===== src/shared/prio_pkg.sv =====
// Shared constants for the interrupt priority control register slice
package prio_pkg;

    ////////////////////////////////////////////////////////////////////////////
    // Structure
    localparam int REG_COUNT      = 5;   // Priority control registers
    localparam int FIELDS_PER_REG = 4;   // Priority fields per register
    localparam int SRC_COUNT      = 20;  // Sources covered by this slice
    localparam int FIELD_W        = 3;   // Width of one priority field
    localparam int ID_W           = 5;   // Width of a source number
    localparam int ADDR_W         = 12;  // APB address width
    localparam int DATA_W         = 32;  // APB data width
    localparam int REG_W          = 16;  // Implemented register width
    localparam int IDX_W          = 3;   // Width of a register word index

    ////////////////////////////////////////////////////////////////////////////
    // Byte addresses
    localparam logic [ADDR_W-1:0] OFFS_CTRL_FIVE  = 12'h000;
    localparam logic [ADDR_W-1:0] OFFS_CTRL_SIX   = 12'h004;
    localparam logic [ADDR_W-1:0] OFFS_CTRL_SEVEN = 12'h008;
    localparam logic [ADDR_W-1:0] OFFS_CTRL_EIGHT = 12'h00C;
    localparam logic [ADDR_W-1:0] OFFS_CTRL_NINE  = 12'h010;
    localparam logic [ADDR_W-1:0] OFFS_STATUS     = 12'h014;
    localparam int                WORD_SHIFT      = 2;

    ////////////////////////////////////////////////////////////////////////////
    // Field layout: field 0 sits highest, stride of four bits
    localparam int FIELD_TOP_LSB = 12;
    localparam int FIELD_STRIDE  = 4;
    localparam int LANE_HI_LSB   = 8;    // Fields at or above go with lane 1

    ////////////////////////////////////////////////////////////////////////////
    // Priority levels
    localparam logic [FIELD_W-1:0] FIELD_RESET = 3'h4;
    localparam logic [FIELD_W-1:0] LEVEL_OFF   = 3'h0;
    localparam logic [FIELD_W-1:0] LEVEL_MIN   = 3'h1;
    localparam logic [FIELD_W-1:0] LEVEL_MAX   = 3'h7;

    ////////////////////////////////////////////////////////////////////////////
    // Status register layout
    localparam int STAT_ID_LSB    = 0;
    localparam int STAT_LEVEL_LSB = 8;
    localparam int STAT_VALID_BIT = 15;

    ////////////////////////////////////////////////////////////////////////////
    // Source numbers, register order then field order
    localparam int SRC_CAPTURE8  = 0;
    localparam int SRC_CAPTURE7  = 1;
    localparam int SRC_CONV2     = 2;
    localparam int SRC_EXT1      = 3;
    localparam int SRC_TIMER4    = 4;
    localparam int SRC_COMPARE4  = 5;
    localparam int SRC_COMPARE3  = 6;
    localparam int SRC_DMA2      = 7;
    localparam int SRC_SER2_TX   = 8;
    localparam int SRC_SER2_RX   = 9;
    localparam int SRC_EXT2      = 10;
    localparam int SRC_TIMER5    = 11;
    localparam int SRC_CAN1_EV   = 12;
    localparam int SRC_CAN1_RX   = 13;
    localparam int SRC_SPI2_EV   = 14;
    localparam int SRC_SPI2_ERR  = 15;
    localparam int SRC_CAPTURE5  = 16;
    localparam int SRC_CAPTURE4  = 17;
    localparam int SRC_CAPTURE3  = 18;
    localparam int SRC_DMA3      = 19;

endpackage


===== src/core/prio_arbiter.sv =====
// Highest-level pending source picker for the priority slice
module prio_arbiter
    import prio_pkg::*;
#(
    parameter int N   = SRC_COUNT,
    parameter int W   = FIELD_W,
    parameter int IDW = ID_W
)
(
    input  wire logic [N-1:0]   pending,
    input  wire logic [N*W-1:0] levels,
    output logic                win_valid,
    output logic [IDW-1:0]      win_id,
    output logic [W-1:0]        win_level
);

    ////////////////////////////////////////////////////////////////////////////
    // Linear scan; strict compare keeps the lowest number on a tie
    always_comb
    begin
        win_level = LEVEL_OFF;
        win_id    = '0;
        for (int i = 0; i < N; i++)
        begin
            // Level zero never beats the start value, so it never wins
            if (pending[i] && (levels[i*W +: W] > win_level))  // see (RULE11) (RULE3)
            begin
                win_level = levels[i*W +: W];
                win_id    = IDW'(i);
            end
        end
        win_valid = (win_level != LEVEL_OFF);  // see (RULE3)
    end

endmodule // prio_arbiter


===== src/core/interrupt_priority_regs.sv =====
// Priority control registers five to nine with APB access and arbitration
// Notes on behaviour
// (RULE1) Field value seven is the top level
// (RULE2) Field value one is the lowest level
// (RULE3) Field value zero disables the source
// (RULE4) Bits 15, 11, 7, 3 read zero
// (RULE5) Fields reset to four, all read/write
// (RULE6) Register five: capture8, capture7, converter2, line1
// (RULE7) Register six: timer4, compare4, compare3, dma2
// (RULE8) Register seven: serial2 tx, rx, line2, timer5
// (RULE9) Register eight: can1 event, rx, spi2 event, error
// (RULE10) Register nine: capture5, capture4, capture3, dma3
// (RULE11) Higher level wins, two..six linear
//
// The placing of the registers and register access over APB were left to the implementer.
module interrupt_priority_regs
    import prio_pkg::*;
#(
    parameter int NREG = REG_COUNT,
    parameter int NSRC = SRC_COUNT
)
(
    input  wire logic                pclk,
    input  wire logic                presetn,
    input  wire logic                psel,
    input  wire logic                penable,
    input  wire logic                pwrite,
    input  wire logic [ADDR_W-1:0]   paddr,
    input  wire logic [DATA_W-1:0]   pwdata,
    input  wire logic [DATA_W/8-1:0] pstrb,
    output logic      [DATA_W-1:0]   prdata,
    output logic                     pready,
    output logic                     pslverr,
    input  wire logic [NSRC-1:0]     src_pending,
    output logic      [FIELD_W-1:0]  capture8_priority,
    output logic      [FIELD_W-1:0]  capture7_priority,
    output logic      [FIELD_W-1:0]  converter2_done_priority,
    output logic      [FIELD_W-1:0]  ext_line1_priority,
    output logic      [FIELD_W-1:0]  timer4_priority,
    output logic      [FIELD_W-1:0]  compare4_priority,
    output logic      [FIELD_W-1:0]  compare3_priority,
    output logic      [FIELD_W-1:0]  dma2_done_priority,
    output logic      [FIELD_W-1:0]  serial2_transmit_priority,
    output logic      [FIELD_W-1:0]  serial2_receive_priority,
    output logic      [FIELD_W-1:0]  ext_line2_priority,
    output logic      [FIELD_W-1:0]  timer5_priority,
    output logic      [FIELD_W-1:0]  can1_event_priority,
    output logic      [FIELD_W-1:0]  can1_rx_ready_priority,
    output logic      [FIELD_W-1:0]  spi_port2_event_priority,
    output logic      [FIELD_W-1:0]  spi_port2_error_priority,
    output logic      [FIELD_W-1:0]  capture5_priority,
    output logic      [FIELD_W-1:0]  capture4_priority,
    output logic      [FIELD_W-1:0]  capture3_priority,
    output logic      [FIELD_W-1:0]  dma3_done_priority,
    output logic                     req_valid,
    output logic      [ID_W-1:0]     req_id,
    output logic      [FIELD_W-1:0]  req_level
);

    ////////////////////////////////////////////////////////////////////////////
    // Decode helpers

    // Word index of an address relative to the first register
    function automatic logic [IDX_W-1:0] word_index(input logic [ADDR_W-1:0] a);
        logic [ADDR_W-1:0] rel;
        rel = a - OFFS_CTRL_FIVE;
        return rel[WORD_SHIFT +: IDX_W];
    endfunction

    // True when the address is an aligned word inside the map
    function automatic logic word_ok(input logic [ADDR_W-1:0] a);
        logic [ADDR_W-1:0] rel;
        rel = a - OFFS_CTRL_FIVE;
        return (rel[WORD_SHIFT-1:0] == '0) && (a <= OFFS_STATUS)
            && (a >= OFFS_CTRL_FIVE);
    endfunction

    // Pack four fields into one register image; gaps read as zero
    function automatic logic [REG_W-1:0] pack_word(input logic [4*FIELD_W-1:0] f);
        logic [REG_W-1:0] w;
        w = '0;  // see (RULE4)
        for (int j = 0; j < FIELDS_PER_REG; j++)
        begin
            w[FIELD_TOP_LSB - j*FIELD_STRIDE +: FIELD_W] =
                f[(FIELDS_PER_REG-1-j)*FIELD_W +: FIELD_W];
        end
        return w;
    endfunction

    ////////////////////////////////////////////////////////////////////////////
    // Storage and bus-phase wires

    logic [FIELD_W-1:0]  prio_r [NSRC];       // One field per source
    logic [DATA_W-1:0]   prdata_r;            // Read data, captured at setup
    logic [DATA_W-1:0]   prdata_nxt;          // Read value for this address
    logic                req_valid_r;         // Registered winner valid
    logic [ID_W-1:0]     req_id_r;            // Registered winner number
    logic [FIELD_W-1:0]  req_level_r;         // Registered winner level
    logic                win_valid;           // Arbiter result, combinational
    logic [ID_W-1:0]     win_id;              // Arbiter winner number
    logic [FIELD_W-1:0]  win_level;           // Arbiter winner level
    logic [NSRC*FIELD_W-1:0] levels_flat;     // Fields flattened for arbiter
    logic [REG_W-1:0]    reg_word [NREG];     // Register read images
    logic [REG_W-1:0]    status_word;         // Winner status image

    wire                 setup_phase;         // First APB cycle
    wire                 access_phase;        // Second APB cycle
    wire                 addr_hit;            // Address inside the map
    wire [IDX_W-1:0]     addr_idx;            // Word index of the address
    wire                 is_status;           // Address hits the status word
    wire                 wr_go;               // Write takes effect now
    wire                 lane_lo;             // Byte lane 0 enabled
    wire                 lane_hi;             // Byte lane 1 enabled

    ////////////////////////////////////////////////////////////////////////////
    // APB decode

    assign setup_phase  = psel & ~penable;
    assign access_phase = psel & penable;
    assign addr_hit     = word_ok(paddr);
    assign addr_idx     = word_index(paddr);
    assign is_status    = (paddr == OFFS_STATUS);
    // Status word is read-only, so a write there is silently dropped
    assign wr_go        = access_phase & pwrite & addr_hit & ~is_status;
    assign lane_lo      = pstrb[0];
    assign lane_hi      = pstrb[1];

    // Zero wait states: every access finishes in its first access cycle
    assign pready  = 1'b1;
    // Only addresses outside the map or not word aligned are flagged as errors
    assign pslverr = access_phase & ~addr_hit;
    assign prdata  = prdata_r;

    ////////////////////////////////////////////////////////////////////////////
    // Priority field storage

    genvar g;
    generate
        for (g = 0; g < NSRC; g++)
        begin : g_field
            localparam int RIDX = g / FIELDS_PER_REG;       // Owning register
            localparam int FPOS = g % FIELDS_PER_REG;       // Position in it
            localparam int LSB  = FIELD_TOP_LSB - FPOS*FIELD_STRIDE;
            wire lane_ok;                                   // Lane for this field
            wire fld_we;                                    // Field write strobe

            // Upper two fields ride byte lane 1, lower two byte lane 0
            assign lane_ok = (LSB >= LANE_HI_LSB) ? lane_hi : lane_lo;
            assign fld_we  = wr_go & lane_ok & (addr_idx == IDX_W'(RIDX));

            // Every field starts at level four after reset
            always_ff @(posedge pclk or negedge presetn)
            begin
                if (!presetn)
                begin
                    prio_r[g] <= FIELD_RESET;  // see (RULE5)
                end
                else if (fld_we)
                begin
                    prio_r[g] <= pwdata[LSB +: FIELD_W];  // see (RULE5)
                end
            end

            // Field image handed to the arbiter as a plain level
            assign levels_flat[g*FIELD_W +: FIELD_W] = prio_r[g];  // see (RULE1) (RULE2)
        end
    endgenerate

    ////////////////////////////////////////////////////////////////////////////
    // Register read images

    generate
        for (g = 0; g < NREG; g++)
        begin : g_word
            // Field order per register follows the source numbering
            assign reg_word[g] = pack_word({prio_r[g*FIELDS_PER_REG],
                                            prio_r[g*FIELDS_PER_REG+1],
                                            prio_r[g*FIELDS_PER_REG+2],
                                            prio_r[g*FIELDS_PER_REG+3]});  // see (RULE4)
        end
    endgenerate

    // Status shows the current winner as seen by the registered outputs
    always_comb
    begin
        status_word                    = '0;
        status_word[STAT_ID_LSB +: ID_W]         = req_id_r;
        status_word[STAT_LEVEL_LSB +: FIELD_W]   = req_level_r;
        status_word[STAT_VALID_BIT]              = req_valid_r;
    end

    // Read mux; bits above the register width read as zero
    always_comb
    begin
        prdata_nxt = '0;
        if (addr_hit && is_status)
        begin
            prdata_nxt = {{(DATA_W-REG_W){1'b0}}, status_word};
        end
        else if (addr_hit)
        begin
            prdata_nxt = {{(DATA_W-REG_W){1'b0}}, reg_word[addr_idx]};  // see (RULE4)
        end
    end

    ////////////////////////////////////////////////////////////////////////////
    // Read data register

    // Captured in the setup cycle, so it is stable through the access cycle
    always_ff @(posedge pclk or negedge presetn)
    begin
        if (!presetn)
        begin
            prdata_r <= '0;
        end
        else if (setup_phase && !pwrite)
        begin
            prdata_r <= prdata_nxt;
        end
    end

    ////////////////////////////////////////////////////////////////////////////
    // Arbitration

    prio_arbiter #(
        .N   (NSRC),
        .W   (FIELD_W),
        .IDW (ID_W)
    ) u_arbiter (
        .pending   (src_pending),
        .levels    (levels_flat),
        .win_valid (win_valid),
        .win_id    (win_id),
        .win_level (win_level)
    );

    // Winner registered once per clock; one cycle behind the inputs
    always_ff @(posedge pclk or negedge presetn)
    begin
        if (!presetn)
        begin
            req_valid_r <= 1'b0;
            req_id_r    <= '0;
            req_level_r <= LEVEL_OFF;
        end
        else
        begin
            req_valid_r <= win_valid;  // see (RULE3) (RULE11)
            req_id_r    <= win_id;
            req_level_r <= win_level;
        end
    end

    assign req_valid = req_valid_r;
    assign req_id    = req_id_r;
    assign req_level = req_level_r;

    ////////////////////////////////////////////////////////////////////////////
    // Field outputs, register five
    assign capture8_priority        = prio_r[SRC_CAPTURE8];   // see (RULE6)
    assign capture7_priority        = prio_r[SRC_CAPTURE7];   // see (RULE6)
    assign converter2_done_priority = prio_r[SRC_CONV2];      // see (RULE6)
    assign ext_line1_priority       = prio_r[SRC_EXT1];       // see (RULE6)

    ////////////////////////////////////////////////////////////////////////////
    // Field outputs, register six
    assign timer4_priority          = prio_r[SRC_TIMER4];     // see (RULE7)
    assign compare4_priority        = prio_r[SRC_COMPARE4];   // see (RULE7)
    assign compare3_priority        = prio_r[SRC_COMPARE3];   // see (RULE7)
    assign dma2_done_priority       = prio_r[SRC_DMA2];       // see (RULE7)

    ////////////////////////////////////////////////////////////////////////////
    // Field outputs, register seven
    assign serial2_transmit_priority = prio_r[SRC_SER2_TX];   // see (RULE8)
    assign serial2_receive_priority  = prio_r[SRC_SER2_RX];   // see (RULE8)
    assign ext_line2_priority        = prio_r[SRC_EXT2];      // see (RULE8)
    assign timer5_priority           = prio_r[SRC_TIMER5];    // see (RULE8)

    ////////////////////////////////////////////////////////////////////////////
    // Field outputs, register eight
    assign can1_event_priority      = prio_r[SRC_CAN1_EV];    // see (RULE9)
    assign can1_rx_ready_priority   = prio_r[SRC_CAN1_RX];    // see (RULE9)
    assign spi_port2_event_priority = prio_r[SRC_SPI2_EV];    // see (RULE9)
    assign spi_port2_error_priority = prio_r[SRC_SPI2_ERR];   // see (RULE9)

    ////////////////////////////////////////////////////////////////////////////
    // Field outputs, register nine
    assign capture5_priority        = prio_r[SRC_CAPTURE5];   // see (RULE10)
    assign capture4_priority        = prio_r[SRC_CAPTURE4];   // see (RULE10)
    assign capture3_priority        = prio_r[SRC_CAPTURE3];   // see (RULE10)
    assign dma3_done_priority       = prio_r[SRC_DMA3];       // see (RULE10)

endmodule // interrupt_priority_regs


===== config.mk =====
export PLATFORM = sky130hd
export DESIGN_NAME = interrupt_priority_regs
export DESIGN_NICKNAME = d
export VERILOG_FILES = /design/src/shared/prio_pkg.sv /design/src/core/prio_arbiter.sv /design/src/core/interrupt_priority_regs.sv
export SDC_FILE = /design/constraint.sdc
export NUM_CORES = 1
export LEC_CHECK = 0
export BUFFER_PORTS_ARGS = -buffer_cell sky130_fd_sc_hd__buf_2
export CORE_MARGIN = 3
export CORE_UTILIZATION = 58
export CTS_CLUSTER_DIAMETER = 40
export DETAILED_ROUTE_END_ITERATION = 6
export GPL_TIMING_DRIVEN = 0
export HOLD_SLACK_MARGIN = 0.1
export PLACE_DENSITY_LB_ADDON = 0.08
export SLEW_MARGIN = 20
export SYNTH_ARGS = -nofsm -noshare
export SYNTH_HDL_FRONTEND = slang
export SYNTH_SLANG_ARGS = --single-unit

===== constraint.sdc =====
create_clock -name pclk -period 40.4 [get_ports pclk]
set_input_delay 2.02 -clock pclk [delete_from_list [all_inputs] [get_ports pclk]]
set_output_delay 2.02 -clock pclk [all_outputs]
set_load 0.1 [all_outputs]

==> impl_metrics.tcl, run 1 <==
set metrics [dict create \
    antenna_found_initial 0 \
    synth.avg_cell_area_um2 9.09 \
    grt_max_degree 55 \
    synth_seq_cells 83 \
    largest_register_ff_count 14 \
    cts_buffers 9 \
    synth-compound-area-share 0.248 \
    num_rows 37 \
    crit_type "input port to register" \
    viasPerCell 6.31 \
    tightestPinTransition_ns 1.09 \
    area_delta_synth_final_pct 17.9 \
    grt_pass1_wl_um 32000 \
    h-tree-depth 3 \
    ioPinCount 176 \
    startpoint_type "input port" \
    setup_viol 0 \
    dpl.hpwl_um 16000 \
    synth_top_area_frac 0.245 \
    cts_tree "built" \
    finalSetupTns_ns 0 \
    synth-xor-area-share 0 \
    clk_latency_ns 0.35 \
    stdcell_area_um2 7570 \
    ys_warn_count 0 \
    synth_edf_count 0 \
    synthArstFlopShare 1.00 \
    synth.top_cells.by_count "nand2_1 (82), dfrtp_1 (63), mux2_2 (59), nor2_1 (48), inv_1 (43)" \
    hp-class "register to register" \
    place_congestion 0.935 \
    power_density_nw_per_um2 25.3 \
    yosysMostFrequentCell "nand2_1" \
    synthSimpleGateAreaFrac 0.161 \
    placed_cell_area_um2 7350 \
    cp.required_ns 40.60 \
    synth_mux_area_frac 0.143 \
    clkSinkCount 83 \
    core_area_um2 10600 \
    crit_top_cell "ha_1" \
    grt_overflow 0 \
    fin_skew_ns 0.00767 \
    critical_path.max_stage_delay_ns 0.47 \
    arrival_ns 28.11 \
    cts_max_path_buffers 2 \
    fin_crit_sh 0.691 \
    p_leak_nw 3.71 \
    die_area_um2 12400 \
    wl_um 20000 \
    route.detailed.drc 0 \
    grt_pass1_vias 6034 \
    initial_core_util 0.609 \
    die_y_um 111 \
    path_clk_slew_ns 0.08 \
    fmaxAchievable_mhz 35.8 \
    layout-drive-gt1-share 0.317 \
    drv_cap 0 \
    synthTopCellsByArea "dfrtp_1 (25%), mux2_2 (10%), dfstp_2 (8.2%)" \
    first_iter_violations 680 \
    ctsResizeCount 0 \
    drt_pass1_iterations 7 \
    synth_top_family_by_area "compound AO/OA/AOI/OAI gates" \
    ant_nets 0 \
    rr_startpoint "capture8_priority[2]$_DFFE_PN1P_" \
    path_max_fanout 9 \
    syn_area_um2 6430 \
    vdd_drop_max_v 0.0000213 \
    grtUsageTotal 0.320 \
    min_from "prdata[15]$_DFFE_PN0P_" \
    yosys.area_share.adder 0.0623 \
    end_kind "register" \
    wl_per_cell_um 19.9 \
    cts_root_buffer "clkbuf_8" \
    synth_flop_cell "dfrtp_1" \
    port_buffers 131 \
    final-max-slew-violation-count 0 \
    hold_violations 0 \
    fin_nets 964 \
    vias 6358 \
    cpMaxStageDelayCell "a2111oi_4" \
    slew_headroom 0.266 \
    syn_inst 707 \
    cts_setup_buffers 0 \
    antennaDiodeCount 0 \
    rsz0062_at_grt "no" \
    status "finished clean" \
    final.setup.worst_slack_ns 12.49 \
    yosys.area.top_type "dfrtp_1" \
    yosysSeqAreaShare 0.327 \
    crit_start "src_pending[0]" \
    die_x_um 111 \
    cts_hold_buf 0 \
    yosysUniqueCellTypes 76 \
    dpl_worst_slack_ns 12.42 \
    fill_cells 829 \
    min_period_ns 27.91 \
]
cell type report:
type | count | area (um2) | area share
Tap cell | 136 | 170 | 0.0225
Clock buffer | 12 | 155 | 0.0205
Multi-Input combinational cell | 562 | 4020 | 0.530
Clock inverter | 4 | 72.6 | 0.00958
Sequential cell | 83 | 2100 | 0.278
Inverter | 43 | 161 | 0.0213
Timing Repair Buffer | 132 | 686 | 0.0905
Buffer | 36 | 211 | 0.0279
final timing paths:
check / endpoint / slack [ns] / cells after the start
max in group asynchronous: dma3_done_priority[2]$_DFFE_PN1P_ / 38.16 / 2
worst max register to register: req_valid$_DFF_PN0_ / 13.68 / 132
worst max-delay path: req_valid$_DFF_PN0_ / 12.49 / 133
worst min register to register: prdata[15]$_DFFE_PN0P_ / 0.48 / 2
min in group asynchronous: capture7_priority[1]$_DFFE_PN0P_ / 1.59 / 1
worst min-delay path: prdata[15]$_DFFE_PN0P_ / 0.48 / 2
per-layer routing:
metal	track usage	share of wire	vias to the layer above
li1	-	-	2925
met1	0.445	0.42	3051
met3	0.0459	0.092	39
met2	0.519	0.47	343
met5	0	0	-
met4	0.101	0.024	0
power by group:
| part | switching [W] | internal [W] |
|---|---|---|
| Sequential | 0.000000831 | 0.0000844 |
| Clock | 0.0000299 | 0.0000381 |
| Combinational | 0.0000295 | 0.00000865 |
| Total | 0.0000602 | 0.000131 |
logic make-up (layout without fill, tap and decap cells):
| group | Yosys count | after routing |
|---|---|---|
| AO/OA/AOI/OAI | 218 | 218 |
| AND/OR/NAND/NOR | 218 | 218 |
| flip-flops | 83 | 83 |
| buffers and inverters | 79 | 227 |
| multiplexers | 73 | 73 |
| adder cells (fa/ha/maj) | 34 | 34 |
| other | 2 | 19 |
critical path, delay by kind of cell:
kind | cells | cell delay [ns]
AO/OA/AOI/OAI | 56 | 10.87
adder cells (fa/ha/maj) | 26 | 7.72
multiplexers | 4 | 1.54
buffers and inverters | 6 | 0.59
AND/OR/NAND/NOR | 41 | 5.33
cells in the final DEF (no fill, tap or decap), drive strengths merged, types with 7 or more instances in the layout:
cell	count
nand2	82
maj3	10
nor3	8
a31oi	7
o31ai	7
a21o	14
and3	15
and2	17
nor2	48
ha	24
inv	43
clkbuf	26
nor2b	7
conb	19
dfrtp	63
a22o	8
mux2	59
o21a	7
a211oi	11
buf	154
o211ai	9
o21ai	45
nand3	14
a21oi	39
mux4	9
a222oi	7
dfstp	20
through the flow:
step | total power, W | cells | hold WS (ns) | util
after CTS | 0.000191 | 1008 | 0.492 | 0.718
after detailed placement | 0.000125 | 992 | 0.474 | 0.696
after global placement | 0.000124 | 991 | 0.463 | 0.693
after floorplan | 0.000114 | 724 | 0.865 | -
after global routing | 0.000197 | 1008 | 0.518 | 0.718
final | 0.000191 | 1008 | 0.485 | 0.718
(Power assumes the default switching activity.)
==> run 2, diff against run 1 <==
--- a/config.mk
+++ b/config.mk
@@ -5,9 +5,10 @@
 export SDC_FILE = /design/constraint.sdc
 export NUM_CORES = 1
 export LEC_CHECK = 0
+export ABC_AREA = 1
 export BUFFER_PORTS_ARGS = -buffer_cell sky130_fd_sc_hd__buf_2
 export CORE_MARGIN = 3
-export CORE_UTILIZATION = 58
+export CORE_UTILIZATION = 48
 export CTS_CLUSTER_DIAMETER = 40
 export DETAILED_ROUTE_END_ITERATION = 6
 export GPL_TIMING_DRIVEN = 0
==> constraint.sdc (replaced) <==
create_clock -name pclk -period 23.4 [get_ports pclk]
set_input_delay 1.17 -clock pclk [delete_from_list [all_inputs] [get_ports pclk]]
set_output_delay 1.17 -clock pclk [all_outputs]
set_load 0.1 [all_outputs]
==> impl_metrics.tcl, run 2 <==
set metrics [dict create \
    setup_viol 0 \
    total_power_w 0.000338 \
    grt_pass1_wl_um 26900 \
    hold-worst-slack_ns 0.520 \
    end_kind "register" \
    final_cell_mix "nand2_1 (163), buf_2 (133), inv_1 (124)" \
    hp-class "register to register" \
    cts_setup_buffers 0 \
    cpMaxStageDelayCell "or2_2" \
    vdd_drop_max_v 0.0000352 \
    min_period_ns 21.42 \
    core_area_um2 11700 \
    drv_cap 0 \
    synth_edf_count 0 \
    finalSetupTns_ns 0 \
    yosysSeqAreaShare 0.358 \
    yosys.area.top_type "dfrtp_1" \
    stdcell_area_um2 7140 \
    port_buffers 134 \
    yosysMostFrequentCell "nand2_1" \
    cp.depth 129 \
    hold_end "capture4_priority[1]$_DFFE_PN0P_" \
    ys_warn_count 0 \
    cts_tree "built" \
    cts_root_buffer "clkbuf_16" \
    clk_latency_ns 0.34 \
    multiInputGateArea_um2 3160 \
    route.detailed.drc 0 \
    cts_max_path_buffers 2 \
    placed_cell_area_um2 6810 \
    layout-drive-gt1-share 0.277 \
    wl_per_cell_um 15.8 \
    cp_num_buf_inv 14 \
    die_area_um2 13600 \
    ant_nets 0 \
    startpoint_type "input port" \
    die_y_um 117 \
    synthTopCellsByArea "dfrtp_1 (27%), nand2_1 (10%), o21ai_0 (9.1%)" \
    power_density_nw_per_um2 47.4 \
    wl_um 17400 \
    min_from "capture4_priority[1]$_DFFE_PN0P_" \
    cts_buffers 9 \
    status "finished clean" \
    synth.top_cells.by_count "nand2_1 (163), inv_1 (124), o21ai_0 (107), dfrtp_1 (63), nand3_1 (40)" \
    synth_top_area_frac 0.268 \
    synth_seq_cells 83 \
    r2r_end "req_valid$_DFF_PN0_" \
    critPathTopFamily "compound AO/OA/AOI/OAI gates" \
    synthArstFlopShare 1.00 \
    syn_inst 796 \
    yosysUniqueCellTypes 40 \
    antennaDiodeCount 0 \
    fin_nets 1056 \
    h-tree-depth 3 \
    crit_top_cell "nand2_2" \
    grt_pass1_vias 5166 \
    area_delta_synth_final_pct 21.5 \
    path_max_fanout 7 \
    synth.avg_cell_area_um2 7.38 \
    vias 5820 \
    rsz0062_at_grt "no" \
    viasPerCell 5.26 \
    largest_register_ff_count 14 \
    r2r_cells 130 \
    cp.required_ns 23.62 \
    syn_area_um2 5880 \
    clkSinkCount 83 \
    dpl.hpwl_um 14100 \
    path_clk_slew_ns 0.06 \
    crit_type "input port to register" \
    tightestPinTransition_ns 0.820 \
    drt_pass1_iterations 5 \
    antenna_found_initial 0 \
    fin_skew_ns 0.00459 \
    slew_headroom 0.451 \
    cts_hold_buf 0 \
    fin_crit_sh 0.915 \
    reg2reg_setup_slack_ns 2.23 \
    fmaxAchievable_mhz 46.7 \
    ioPinCount 176 \
    grt_max_degree 43 \
    final-max-slew-violation-count 0 \
    num_rows 39 \
    grtUsageTotal 0.260 \
    final_common_cell "nand2_1" \
    arrival_ns 21.64 \
    register_area_um2 2100 \
    ctsResizeCount 0 \
    fill_cells 1136 \
    grt_overflow 0 \
    critical_path.max_stage_delay_ns 0.31 \
    holdPathStages 2 \
    hold_violations 0 \
    synth_flop_cell "dfrtp_1" \
    place_congestion 0.929 \
    p_leak_nw 3.72 \
    rr_startpoint "capture8_priority[2]$_DFFE_PN1P_" \
    first_iter_violations 416 \
    die_x_um 117 \
    initial_core_util 0.502 \
]
[run 2: how the worst max path moves through the flow]
stage	from	to	slack (ns)
finish	src_pending[0]	req_valid$_DFF_PN0_	1.98
global route	src_pending[0]	req_valid$_DFF_PN0_	0.01
CTS	src_pending[0]	req_valid$_DFF_PN0_	1.80
detailed placement	src_pending[0]	req_valid$_DFF_PN0_	1.51
global placement	src_pending[0]	req_valid$_DFF_PN0_	1.63
floorplan	src_pending[0]	req_valid$_DFF_PN0_	3.75
[run 2: cell families (layout without fill, tap and decap cells)]
family,count (synthesis),count (layout),share of synthesized area
and+or+nand+nor,323,323,0.273
AOI/OAI and AO/OA,202,202,0.201
buffers and inverters,162,313,0.116
DFF,83,83,0.358
adders and majority gates,24,24,0.0511
other,2,19,0.00128
[run 2: tightest hold or removal path, stage by stage, from the launching register on]
cell and delay (ns):
dfrtp_1 0.37, nand2_1 0.06, o21ai_0 0.06
[run 2: layout make-up]
type,count,share of cell area
flip-flops and latches,83,0.294
repair buffers,135,0.0970
clock buffers,12,0.0359
clock inverters,4,0.0102
plain buffers,33,0.0273
inverters,129,0.0678
multi-input cells,568,0.442
well taps,143,0.0250
[run 2: where the power goes]
| group | leakage, nW | total [W] | internal [W] | switching (W) |
|---|---|---|---|---|
| logic | 2.47 | 0.0000398 | 0.00000898 | 0.0000308 |
| registers | 1.09 | 0.000144 | 0.000144 | 0.000000207 |
| clock network | 0.159 | 0.000154 | 0.0000991 | 0.0000552 |
[run 2: layer usage]
metal,GRT usage,routed length (um),vias to the layer above
li1,-,-,2932
met1,0.381,8260,2612
met2,0.394,7420,250
met3,0.0352,1350,26
met4,0.0917,406,0
met5,0,0,-
[run 2: stage by stage]
step            util  cells  setup slack, ns
3_5_place_dp   0.582   1091             1.51
4_1_cts        0.610   1107             1.80
6_report       0.610   1107             1.98
3_3_place_gp   0.580   1090             1.63
2_1_floorplan      -    813             3.75
5_1_grt        0.610   1107           0.0110
==> run 3, diff against run 2 <==
--- a/config.mk
+++ b/config.mk
@@ -14,6 +14,7 @@
 export GPL_TIMING_DRIVEN = 0
 export HOLD_SLACK_MARGIN = 0.1
 export PLACE_DENSITY_LB_ADDON = 0.08
+export REMOVE_ABC_BUFFERS = 1
 export SLEW_MARGIN = 20
 export SYNTH_ARGS = -nofsm -noshare
 export SYNTH_HDL_FRONTEND = slang
==> impl_metrics.tcl, run 3 (synthesized netlist as in run 2, its figures left out) <==
set metrics [dict create \
    cts_root_buffer "clkbuf_16" \
    rr_startpoint "capture8_priority[2]$_DFFE_PN1P_" \
    fin_skew_ns 0.00737 \
    cpMaxStageDelayCell "or2_2" \
    r2r_end "req_valid$_DFF_PN0_" \
    clk_latency_ns 0.35 \
    dpl_worst_slack_ns 1.23 \
    dpl.hpwl_um 14600 \
    crit_top_cell "nand2_2" \
    hold_violations 0 \
    hp-class "register to register" \
    status "finished clean" \
    rsz0062_at_grt "no" \
    area_delta_synth_final_pct 18.2 \
    clkSinkCount 83 \
    hold_end "serial2_receive_priority[0]$_DFFE_PN0P_" \
    viasPerCell 5.45 \
    p_comb_frac 0.114 \
    ioPinCount 176 \
    min_from "serial2_receive_priority[0]$_DFFE_PN0P_" \
    wl_um 17900 \
    power_density_nw_per_um2 46.9 \
    holdPathStages 2 \
    cts_setup_buffers 0 \
    grtUsageTotal 0.267 \
    sw_frac_of_total 0.265 \
    utilization 0.593 \
    arrival_ns 21.48 \
    fin_crit_sh 0.909 \
    final-max-slew-violation-count 0 \
    switchingPower_w 0.0000865 \
    clockPowerShare 0.443 \
    vdd_drop_max_v 0.0000597 \
    vias 5857 \
    first_iter_violations 503 \
    startpoint_type "input port" \
    r2r_cells 132 \
    crit_type "input port to register" \
    stdcell_area_um2 6950 \
    antennaDiodeCount 0 \
    num_rows 39 \
    setup_viol 0 \
    p_leak_nw 3.59 \
    end_kind "register" \
    grt_max_degree 58 \
    cp.required_ns 23.62 \
    slew_headroom 0.452 \
    drv_cap 0 \
    die_area_um2 13600 \
    hold-worst-slack_ns 0.516 \
    place_congestion 0.903 \
    path_clk_slew_ns 0.06 \
    die_x_um 117 \
    cts_buffers 9 \
    cts_hold_buf 0 \
    final_common_cell "nand2_1" \
    wl_per_cell_um 16.6 \
    h-tree-depth 3 \
    fmaxAchievable_mhz 47.0 \
    finalSetupTns_ns 0 \
    grt_overflow 0 \
    cts_max_path_buffers 2 \
    ant_nets 0 \
    critical_path.max_stage_delay_ns 0.31 \
    drt_pass1_iterations 6 \
    die_y_um 117 \
    final_cell_mix "nand2_1 (163), buf_2 (133), inv_1 (124)" \
    min_period_ns 21.26 \
    grt_pass1_vias 5355 \
    intPower_w 0.000239 \
    final.setup.worst_slack_ns 2.14 \
    core_area_um2 11700 \
    port_buffers 134 \
    layout-drive-gt1-share 0.268 \
    largest_register_ff_count 14 \
    fin_nets 1024 \
    route.detailed.drc 0 \
    tightestPinTransition_ns 0.819 \
    antenna_found_initial 0 \
    reg2reg_setup_slack_ns 2.39 \
    grt_pass1_wl_um 27600 \
    path_max_fanout 7 \
    seqPwrFrac 0.443 \
    initial_core_util 0.502 \
    placed_cell_area_um2 6640 \
    cts_tree "built" \
]
## run 3: worst max-delay path by stage
stage	startpoint	end	slack, ns	depth (start not counted)
2_1_floorplan	src_pending[0]	req_valid$_DFF_PN0_	3.75	132
3_3_place_gp	src_pending[0]	req_valid$_DFF_PN0_	1.90	129
3_5_place_dp	src_pending[0]	req_valid$_DFF_PN0_	1.23	131
4_1_cts	src_pending[0]	req_valid$_DFF_PN0_	1.57	131
5_1_grt	src_pending[0]	req_valid$_DFF_PN0_	0.08	131
6_report	src_pending[0]	req_valid$_DFF_PN0_	2.14	131
## run 3: final cells by class
type,count,area [um2]
clock buffer,12,256
clock inverter,4,50.0
fill,1122,4770
inverter,129,484
multi-input combinational,568,3170
sequential,83,2100
tap,143,179
timing repair buffer,136,708
## run 3: what timing repair did
item | CTS | global route
endpoints found under the hold margin | 0 | 0
setup endpoints to repair | 0 | 9
resized for setup | 0 | 8
## run 3: through the flow
stage               total power (W)  instances
global placement           0.000183       1057
CTS                        0.000327       1075
detailed placement         0.000184       1059
finish                     0.000326       1075
global route               0.000337       1075
floorplan                  0.000171        780
## run 3: critical path: cells and delay by family
| family | cells | cell delay, ns |
|---|---|---|
| AO/OA/AOI/OAI | 35 | 6.90 |
| AND/OR/NAND/NOR | 61 | 6.76 |
| adder cells (fa/ha/maj) | 19 | 5.30 |
| buffers and inverters | 16 | 1.27 |
## run 3: routing by layer
layer  share of wire  track usage
met5               0            0
met4           0.022       0.0856
met3           0.081       0.0528
met2            0.44        0.412
met1            0.46        0.377
## run 3: power by group through the flow
| stage | Clock, W | Sequential, W | Combinational (W) |
|---|---|---|---|
| after floorplan | 0 | 0.000149 | 0.0000221 |
| after global placement | 0 | 0.000147 | 0.0000359 |
| after detailed placement | 0 | 0.000147 | 0.0000372 |
| after CTS | 0.000146 | 0.000144 | 0.0000373 |
| after global routing | 0.000153 | 0.000144 | 0.0000398 |
| final | 0.000144 | 0.000144 | 0.0000373 |
